### src/hw/pstr_pkg.sv
// Package: register map, field positions and reset values of the steering block
package pstr_pkg;
    // ------------------------------------------------------------
    // Register byte offsets (APB, one aligned word each)
    // ------------------------------------------------------------
    localparam logic [7:0] OFF_PWM_CAPTURE_CONTROL = 8'h00;
    localparam logic [7:0] OFF_CAPTURE_UNIT_TWO_CONTROL = 8'h04;
    localparam logic [7:0] OFF_DUTY_LOW_BYTE = 8'h08;
    localparam logic [7:0] OFF_DUTY_HIGH_BYTE = 8'h0C;
    localparam logic [7:0] OFF_SHUTDOWN_CONTROL = 8'h10;
    localparam logic [7:0] OFF_PERIOD_COMPARE = 8'h14;
    localparam logic [7:0] OFF_STEERING_CONTROL = 8'h18;
    localparam logic [7:0] OFF_RESTART_DEADBAND_CONTROL = 8'h1C;
    localparam logic [7:0] OFF_TIMEBASE_CONTROL = 8'h20;
    localparam logic [7:0] OFF_TIMEBASE_COUNT = 8'h24;
    localparam logic [7:0] OFF_ACTIVE_STEERING = 8'h28;
    // ------------------------------------------------------------
    // Reset values
    // ------------------------------------------------------------
    localparam logic [7:0] RST_PWM_CAPTURE_CONTROL = 8'h00;
    localparam logic [7:0] RST_CAPTURE_UNIT_TWO_CONTROL = 8'h00;
    localparam logic [7:0] RST_DUTY = 8'h00;
    localparam logic [7:0] RST_SHUTDOWN_CONTROL = 8'h00;
    localparam logic [7:0] RST_PERIOD_COMPARE = 8'hFF;
    localparam logic [7:0] RST_STEERING_CONTROL = 8'h01;
    localparam logic [7:0] RST_RESTART_DEADBAND_CONTROL = 8'h00;
    localparam logic [7:0] RST_TIMEBASE_CONTROL = 8'h00;
    localparam logic [7:0] RST_TIMEBASE_COUNT = 8'h00;
    // ------------------------------------------------------------
    // Implemented-bit masks and field positions
    // ------------------------------------------------------------
    localparam logic [7:0] MASK_CAPTURE_UNIT_TWO = 8'h3F;
    localparam logic [7:0] MASK_STEERING = 8'h1F;
    localparam logic [7:0] MASK_TIMEBASE_CONTROL = 8'h7F;
    localparam int STEER_SYNC_SELECT_BIT = 4;
    localparam int TIMEBASE_ON_BIT = 2;
    localparam int SHUTDOWN_STATUS_BIT = 7;
    localparam logic [1:0] MODE_PWM = 2'h3;
    localparam logic [1:0] CONFIG_SINGLE = 2'h0;
    localparam logic [1:0] SHUT_DRIVE_HIGH = 2'h1;
endpackage

### src/hw/pstr_steering.sv
// Pulse steering output stage with its APB register file
//
// Added by the designer: the placing of the registers and register access over APB.
`timescale 1ns/100ps
//
// Function
// - Sync bit 0: steering applies right after write
// - Immediate steering may truncate a running pulse
// - Sync bit 1: steering waits for next period
// - Synced steering yields only whole PWM periods
// - Unimplemented register bits read back as zero
// - Steering only in PWM single-output mode
// - Set enable drives PWM; cleared returns port
// - Shutdown forces only steered pins
module pstr_steering
    import pstr_pkg::*;
#(
    parameter int NUM_PINS = 4
)
(
    // APB clock and reset
    input wire logic pclk,
    input wire logic presetn,
    // APB slave
    input wire logic psel,
    input wire logic penable,
    input wire logic pwrite,
    input wire logic [7:0] paddr,
    input wire logic [31:0] pwdata,
    output logic [31:0] prdata,
    output logic pready,
    output logic pslverr,
    // Raw PWM waveform and shutdown request from the PWM core
    input wire logic pwm_raw,
    input wire logic shutdown_evt,
    // Port latch values used when a pin is not steered
    input wire logic [NUM_PINS-1:0] port_out,
    // Pins: pwm_out_a..d as bits 0..3, with output enables
    output logic [NUM_PINS-1:0] pwm_out,
    output logic [NUM_PINS-1:0] pwm_out_oe
);

    // ------------------------------------------------------------
    // Register state
    // ------------------------------------------------------------
    logic [7:0] pwm_capture_control_r, pwm_capture_control_nxt;
    logic [7:0] capture_unit_two_control_r, capture_unit_two_control_nxt;
    logic [7:0] duty_low_byte_r, duty_low_byte_nxt;
    logic [7:0] duty_high_byte_r, duty_high_byte_nxt;
    logic [7:0] shutdown_control_r, shutdown_control_nxt;
    logic [7:0] period_compare_r, period_compare_nxt;
    logic [7:0] steering_control_r, steering_control_nxt;
    logic [7:0] restart_deadband_control_r, restart_deadband_control_nxt;
    logic [7:0] timebase_control_r, timebase_control_nxt;
    logic [7:0] timebase_count_r, timebase_count_nxt;
    logic [NUM_PINS-1:0] steer_active_r, steer_active_nxt;
    logic [31:0] prdata_r, prdata_nxt;
    logic pready_r, pready_nxt;
    logic pslverr_r, pslverr_nxt;
    logic [NUM_PINS-1:0] pin_r, pin_nxt;
    logic [NUM_PINS-1:0] oe_r, oe_nxt;

    logic wr_en;
    logic rd_en;
    logic period_match;
    logic steer_mode;
    logic pwm_pol;
    logic shut_active;

    // Address decode helper: true for a mapped register offset
    function automatic logic addr_mapped(input logic [7:0] a);
        addr_mapped = (a <= OFF_ACTIVE_STEERING) && (a[1:0] == 2'h0);
    endfunction

    // ------------------------------------------------------------
    // Bus qualifiers and timebase match
    // ------------------------------------------------------------
    // Zero-wait slave: access phase completes on its first cycle
    assign wr_en = psel && penable && pwrite && addr_mapped(paddr);
    // Reads fetch in the setup cycle so data stands beside pready
    assign rd_en = psel && !penable && !pwrite;
    // Period restarts when the count meets the period compare value
    assign period_match = timebase_control_r[TIMEBASE_ON_BIT]
        && (timebase_count_r == period_compare_r);
    // Single-output PWM mode selects steering
    assign steer_mode = (pwm_capture_control_r[3:2] == MODE_PWM)
        && (pwm_capture_control_r[7:6] == CONFIG_SINGLE);
    // Low mode bit 1 alone picks polarity: set inverts the waveform
    assign pwm_pol = pwm_raw ^ pwm_capture_control_r[1];
    assign shut_active = shutdown_control_r[SHUTDOWN_STATUS_BIT]
        || shutdown_evt;

    // ------------------------------------------------------------
    // Register file next state
    // ------------------------------------------------------------
    always_comb
    begin
        pwm_capture_control_nxt = pwm_capture_control_r;
        capture_unit_two_control_nxt = capture_unit_two_control_r;
        duty_low_byte_nxt = duty_low_byte_r;
        duty_high_byte_nxt = duty_high_byte_r;
        shutdown_control_nxt = shutdown_control_r;
        period_compare_nxt = period_compare_r;
        steering_control_nxt = steering_control_r;
        restart_deadband_control_nxt = restart_deadband_control_r;
        timebase_control_nxt = timebase_control_r;
        timebase_count_nxt = timebase_count_r;
        // Timebase runs and wraps at the period match
        if (period_match)
            timebase_count_nxt = 8'h00;
        else if (timebase_control_r[TIMEBASE_ON_BIT])
            timebase_count_nxt = timebase_count_r + 8'h01;
        if (wr_en)
        begin
            case (paddr)
                OFF_PWM_CAPTURE_CONTROL:
                    pwm_capture_control_nxt = pwdata[7:0];
                OFF_CAPTURE_UNIT_TWO_CONTROL:
                    capture_unit_two_control_nxt =
                        pwdata[7:0] & MASK_CAPTURE_UNIT_TWO;
                OFF_DUTY_LOW_BYTE:
                    duty_low_byte_nxt = pwdata[7:0];
                OFF_DUTY_HIGH_BYTE:
                    duty_high_byte_nxt = pwdata[7:0];
                OFF_SHUTDOWN_CONTROL:
                    shutdown_control_nxt = pwdata[7:0];
                OFF_PERIOD_COMPARE:
                    period_compare_nxt = pwdata[7:0];
                OFF_STEERING_CONTROL:
                    steering_control_nxt =
                        pwdata[7:0] & MASK_STEERING;
                OFF_RESTART_DEADBAND_CONTROL:
                    restart_deadband_control_nxt = pwdata[7:0];
                OFF_TIMEBASE_CONTROL:
                    timebase_control_nxt =
                        pwdata[7:0] & MASK_TIMEBASE_CONTROL;
                OFF_TIMEBASE_COUNT:
                    timebase_count_nxt = pwdata[7:0];
                default:
                    ;
            endcase
        end
        // A live shutdown level keeps the status bit set; set wins
        if (shutdown_evt)
            shutdown_control_nxt[SHUTDOWN_STATUS_BIT] = 1'b1;
    end

    // ------------------------------------------------------------
    // Active routing: immediate or at period start
    // ------------------------------------------------------------
    always_comb
    begin
        steer_active_nxt = steer_active_r;
        if (!steering_control_r[STEER_SYNC_SELECT_BIT])
            // Takes effect right after the write; may cut a pulse
            steer_active_nxt = steering_control_r[NUM_PINS-1:0];
        else if (period_match)
            // Pending copy moves over only at the period boundary
            steer_active_nxt = steering_control_r[NUM_PINS-1:0];
    end

    // ------------------------------------------------------------
    // Read data and answer
    // ------------------------------------------------------------
    always_comb
    begin
        prdata_nxt = prdata_r;
        pready_nxt = psel && !penable;
        pslverr_nxt = psel && !penable && !addr_mapped(paddr);
        if (rd_en)
        begin
            // Upper bits read zero for every register
            case (paddr)
                OFF_PWM_CAPTURE_CONTROL:
                    prdata_nxt = {24'h000000, pwm_capture_control_r};
                OFF_CAPTURE_UNIT_TWO_CONTROL:
                    prdata_nxt = {24'h000000, capture_unit_two_control_r};
                OFF_DUTY_LOW_BYTE:
                    prdata_nxt = {24'h000000, duty_low_byte_r};
                OFF_DUTY_HIGH_BYTE:
                    prdata_nxt = {24'h000000, duty_high_byte_r};
                OFF_SHUTDOWN_CONTROL:
                    prdata_nxt = {24'h000000, shutdown_control_r};
                OFF_PERIOD_COMPARE:
                    prdata_nxt = {24'h000000, period_compare_r};
                OFF_STEERING_CONTROL:
                    prdata_nxt = {24'h000000, steering_control_r};
                OFF_RESTART_DEADBAND_CONTROL:
                    prdata_nxt = {24'h000000, restart_deadband_control_r};
                OFF_TIMEBASE_CONTROL:
                    prdata_nxt = {24'h000000, timebase_control_r};
                OFF_TIMEBASE_COUNT:
                    prdata_nxt = {24'h000000, timebase_count_r};
                OFF_ACTIVE_STEERING:
                    prdata_nxt = 32'(steer_active_r);
                default:
                    prdata_nxt = 32'h00000000;
            endcase
        end
    end

    // ------------------------------------------------------------
    // Pin drive
    // ------------------------------------------------------------
    always_comb
    begin
        for (int i = 0; i < NUM_PINS; i++)
        begin
            logic [1:0] sstate;
            sstate = (i % 2 == 0) ? shutdown_control_r[3:2]
                                  : shutdown_control_r[1:0];
            if (steer_mode && steer_active_r[i])
            begin
                if (shut_active)
                begin
                    // Only steered pins take the shutdown state
                    pin_nxt[i] = (sstate == SHUT_DRIVE_HIGH);
                    oe_nxt[i] = !sstate[1];
                end
                else
                begin
                    pin_nxt[i] = pwm_pol;
                    oe_nxt[i] = 1'b1;
                end
            end
            else
            begin
                // Port owns the pin; shutdown leaves it alone
                pin_nxt[i] = port_out[i];
                oe_nxt[i] = 1'b1;
            end
        end
    end

    // ------------------------------------------------------------
    // State registers
    // ------------------------------------------------------------
    always_ff @(posedge pclk or negedge presetn)
    begin
        if (!presetn)
        begin
            pwm_capture_control_r <= RST_PWM_CAPTURE_CONTROL;
            capture_unit_two_control_r <= RST_CAPTURE_UNIT_TWO_CONTROL;
            duty_low_byte_r <= RST_DUTY;
            duty_high_byte_r <= RST_DUTY;
            shutdown_control_r <= RST_SHUTDOWN_CONTROL;
            period_compare_r <= RST_PERIOD_COMPARE;
            steering_control_r <= RST_STEERING_CONTROL;
            restart_deadband_control_r <= RST_RESTART_DEADBAND_CONTROL;
            timebase_control_r <= RST_TIMEBASE_CONTROL;
            timebase_count_r <= RST_TIMEBASE_COUNT;
            steer_active_r <= NUM_PINS'(RST_STEERING_CONTROL);
            prdata_r <= 32'h00000000;
            pready_r <= 1'b0;
            pslverr_r <= 1'b0;
            pin_r <= '0;
            oe_r <= '0;
        end
        else
        begin
            pwm_capture_control_r <= pwm_capture_control_nxt;
            capture_unit_two_control_r <= capture_unit_two_control_nxt;
            duty_low_byte_r <= duty_low_byte_nxt;
            duty_high_byte_r <= duty_high_byte_nxt;
            shutdown_control_r <= shutdown_control_nxt;
            period_compare_r <= period_compare_nxt;
            steering_control_r <= steering_control_nxt;
            restart_deadband_control_r <= restart_deadband_control_nxt;
            timebase_control_r <= timebase_control_nxt;
            timebase_count_r <= timebase_count_nxt;
            steer_active_r <= steer_active_nxt;
            prdata_r <= prdata_nxt;
            pready_r <= pready_nxt;
            pslverr_r <= pslverr_nxt;
            pin_r <= pin_nxt;
            oe_r <= oe_nxt;
        end
    end

    assign prdata = prdata_r;
    assign pready = pready_r;
    assign pslverr = pslverr_r;
    assign pwm_out = pin_r;
    assign pwm_out_oe = oe_r;

    // ------------------------------------------------------------
    // Checks
    // ------------------------------------------------------------
    AST_IMMEDIATE: assert property (@(posedge pclk) disable iff (!presetn)
        !steering_control_r[STEER_SYNC_SELECT_BIT]
        |=> steer_active_r == $past(steering_control_r[NUM_PINS-1:0]))
        else $error("immediate steering not applied");
    AST_SYNC_HOLD: assert property (@(posedge pclk) disable iff (!presetn)
        steering_control_r[STEER_SYNC_SELECT_BIT] && !period_match
        |=> $stable(steer_active_r))
        else $error("synced steering changed mid period");
    AST_SYNC_LOAD: assert property (@(posedge pclk) disable iff (!presetn)
        period_match |=> steer_active_r
            == $past(steering_control_r[NUM_PINS-1:0]))
        else $error("pending steering not loaded at period");
    AST_WHOLE: assert property (@(posedge pclk) disable iff (!presetn)
        $changed(steer_active_r) && $past(steering_control_r[4])
        |-> $past(period_match, 1))
        else $error("synced steering changed off boundary");
    AST_RSVD: assert property (@(posedge pclk) disable iff (!presetn)
        steering_control_r[7:5] == 3'h0
        && timebase_control_r[7] == 1'b0)
        else $error("unimplemented bits not zero");
    AST_PORT: assert property (@(posedge pclk) disable iff (!presetn)
        !steer_mode |=> pwm_out == $past(port_out))
        else $error("pins steered outside single mode");
    AST_PWM: assert property (@(posedge pclk) disable iff (!presetn)
        steer_mode && steer_active_r[0] && !shut_active
        |=> pwm_out[0] == $past(pwm_pol))
        else $error("steered pin lacks waveform");
    AST_SHUT: assert property (@(posedge pclk) disable iff (!presetn)
        shut_active && !steer_active_r[1]
        |=> pwm_out[1] == $past(port_out[1]))
        else $error("shutdown touched a port pin");
    AST_TRUNC: assert property (@(posedge pclk) disable iff (!presetn)
        wr_en && paddr == OFF_STEERING_CONTROL && !pwdata[4]
        |=> ##1 steer_active_r == $past(pwdata[3:0], 2))
        else $error("immediate write not routed");

endmodule

### config.mk
export PLATFORM = sky130hd
export DESIGN_NAME = pstr_steering
export DESIGN_NICKNAME = d
export VERILOG_FILES = /design/src/hw/pstr_pkg.sv /design/src/hw/pstr_steering.sv
export SDC_FILE = /design/constraint.sdc
export NUM_CORES = 1
export LEC_CHECK = 0
export ABC_AREA = 1
export BUFFER_PORTS_ARGS = -buffer_cell sky130_fd_sc_hd__buf_4
export CAP_MARGIN = 0
export CELL_PAD_IN_SITES_DETAIL_PLACEMENT = 0
export CELL_PAD_IN_SITES_GLOBAL_PLACEMENT = 1
export CORE_MARGIN = 4
export CORE_UTILIZATION = 37
export DETAILED_ROUTE_END_ITERATION = 10
export PLACE_DENSITY_LB_ADDON = 0.1
export SKIP_CTS_REPAIR_TIMING = 1
export SLEW_MARGIN = 15
export SYNTH_ARGS = -nofsm -noshare
export SYNTH_HDL_FRONTEND = slang
export SYNTH_SLANG_ARGS = --single-unit
### constraint.sdc
create_clock -name pclk -period 1.4 [get_ports pclk]
set_input_delay 0.07 -clock pclk [delete_from_list [all_inputs] [get_ports pclk]]
set_output_delay 0.07 -clock pclk [all_outputs]
set_load 0.05 [all_outputs]
==> flow_summary.ini <==
[synth]
syn_avg_cell_area_sq_um = 7.97
ys_seq_area_frac = 0.471
synth_edf_count = 0
synth-main-ff-cell = dfrtp_1
syn_inst = 643
synthesis.area_sq_um = 5120
async_reset_ff_frac = 1.00
synth_warnings = 0
synth.distinct_cells = 33
synth_seq_cells = 96

[timing]
setup_viol = 12
hold_violations = 0
max_slew_margin = 0.498
fin_crit_ns = 1.47
drv_slew = 0
finalWorstSetupSlack_ns = -0.0705
min_period_over_period = 1.05
worstMarginPinSlew_ns = 0.750
max_freq_mhz = 680
clock_skew_ns = 0.0102
rsz0062_at_grt = yes

[critical_path]
cp-start-kind = flop
cp-end-kind = flop
crit_type = reg2reg
slowest_stage = dfstp_2
cp_cell_sequence = xnor2_2 > nand3_2 > nor2_4 > nand3_4 > nand2_4 > nand2_2 > nand2_1
cp_top_family = simple AND/OR/NAND/NOR gates
critPathRequiredTime_ns = 1.69
crit_fanout = 5
crit_buf_inv = 0
cp.arrival_ns = 1.76
cpPeakStageDelay_ns = 0.55

[placement]
place_area_sq_um = 5930
pre_cts_ws_ns = -0.177
gp_congestion = 0.886
placed_cells = 900
port_buffers = 44
dp_hpwl_um = 11000

[floorplan]
core_area_sq_um = 13400
boundaryPins = 93
start_util = 0.382
die_area_sq_um = 15800
chipHeight_um = 126
row_count = 42
die_x_um = 126

[cts]
cts.sinks = 96
clk_pin_slew_ns = 0.07
cts_tree = built
clock_path_buffers = 2
cts-root-buf = clkbuf_16
htree_levels = 3
cts_made_buffers = 9
clkLatencyLatePin_ns = 0.35

[cells_and_area]
n_fill_cell = 1314
stdcell_area_sq_um = 6570
final_cell_mix = 197 x nand2_1, 98 x buf_4, 84 x dfrtp_1, 75 x nand3_1
ff_latch_area_sq_um = 2420
final_nets = 809
multi_input_area_sq_um = 2460
fin_cells = 938
layout.cells.most_common = nand2_1
antenna_cells = 0
fin_util = 0.490
layout-drive-gt1-share = 0.256
area_delta_synth_final_pct = 28.1

[pwr]
p_clk_frac = 0.413
p_int_mw = 4.25
seqPwrFrac = 0.490
switching_power_mw = 1.45
combPwrFrac = 0.097
cellPowerDensity_nw_per_um2 = 868
fin_total_pwr_mw = 5.70
vdd_drop_max_v = 0.000533
switching_share = 0.254
leakage_nw = 3.30

[routing]
first_pass_iters = 5
top_layer = met4
route.met3.wl_um = 553
met2WireLength_um = 7000
first_iter_violations = 311
routed_wl_um = 14600
vias_per_cell = 4.77
met1_length_um = 6720
drc = 0
antenna_left = 0
num_vias = 4478
avgRoutedWirePerCell_um = 15.6

[global_routing]
grt_pass1_wl_um = 23400
antenna_found_initial = 0
grt_max_degree = 39
grt_pass1_vias = 4327
grt_usage = 0.189
grt_overflow_total = 0

[run_status]
violations = setup timing
outcome = finished, violations left

[flow_run]
max-cap-violations = 0

[worst_hold_path]
hold_path_class = in2async
path summary, 6_finish.rpt:
path / to / slack, ns / cells past startpoint / from
worst max-delay path: steer_active_r[2] / -0.07 / 7 / period_compare_r[6]
worst min-delay path: shutdown_control_r[0] / 0.18 / 2 / presetn
worst max register to register: steer_active_r[2] / -0.07 / 7 / period_compare_r[6]
worst min register to register: duty_low_byte_r[3] / 0.48 / 2 / duty_low_byte_r[3]
max in group asynchronous: period_compare_r[6] / 0.62 / 3 / presetn
min in group pclk: pwm_out[2] / 0.28 / 7 / pwm_raw
layout make-up:
class                   instances  area share
clock buffers                  13      0.0396
clock inverters                 3     0.00286
inverters                      46      0.0274
multi-input cells             484       0.375
flip-flops and latches         96       0.368
well taps                     176      0.0335
repair buffers                120       0.153
state kept, by name (all words and copies together) (netlist names), 6 cells and up:
name                        flops
duty_high_byte_r                8
shutdown_control_r              8
timebase_control_r              7
capture_unit_two_control_r      6
timebase_count_r                8
duty_low_byte_r                 8
prdata                          8
restart_deadband_control_r      8
pwm_capture_control_r           8
period_compare_r                8
routing by layer:
layer,GRT usage,up-vias
li1,-,2254
met1,0.262,2101
met2,0.297,101
met3,0.0313,22
met4,0.0714,0
met5,0,-
cells in the mapped netlist, types with 3 or more instances:
master | n | area [sq um]
nand3_1 | 85 | 425
o21a_1 | 4 | 30.0
inv_1 | 45 | 169
xor2_1 | 8 | 70.1
o21ai_0 | 8 | 40.0
nor2_4 | 5 | 56.3
clkbuf_1 | 3 | 11.3
o21ai_1 | 46 | 230
nand2_1 | 206 | 773
dfstp_2 | 10 | 263
buf_4 | 25 | 188
nand2_4 | 8 | 90.1
or2_2 | 4 | 25.0
buf_2 | 4 | 20.0
dfrtp_1 | 86 | 2150
o21ai_2 | 14 | 123
nor2_1 | 52 | 195
buf_6 | 8 | 90.1
power groups by stage:
stage / combinational [mW] / sequential (mW) / clock, mW
2_1_floorplan: 0.293 / 2.88 / 0
3_3_place_gp: 0.514 / 2.84 / 0
3_5_place_dp: 0.516 / 2.84 / 0
4_1_cts: 0.517 / 2.79 / 2.42
5_1_grt: 0.598 / 2.79 / 2.54
6_report: 0.551 / 2.79 / 2.35
cells by family after synthesis:
kind of cell,Yosys count,synth area share
simple gates,373,0.326
flops,96,0.471
buf+inv,87,0.0962
compound gates,75,0.0864
xor+xnor,10,0.0171
fa+ha+maj,1,0.00244
other cells,1,0.000732
per-stage QoR:
step	setup TNS (ns)	hold WS, ns
after detailed placement	-3.72	0.0152
after global routing	-1.80	0.214
after global placement	-4.08	0.0120
after floorplan	0	-0.226
final	-0.580	0.183
after CTS	-1.50	-0.361
Note: power is estimated with default switching activity, not from simulation.
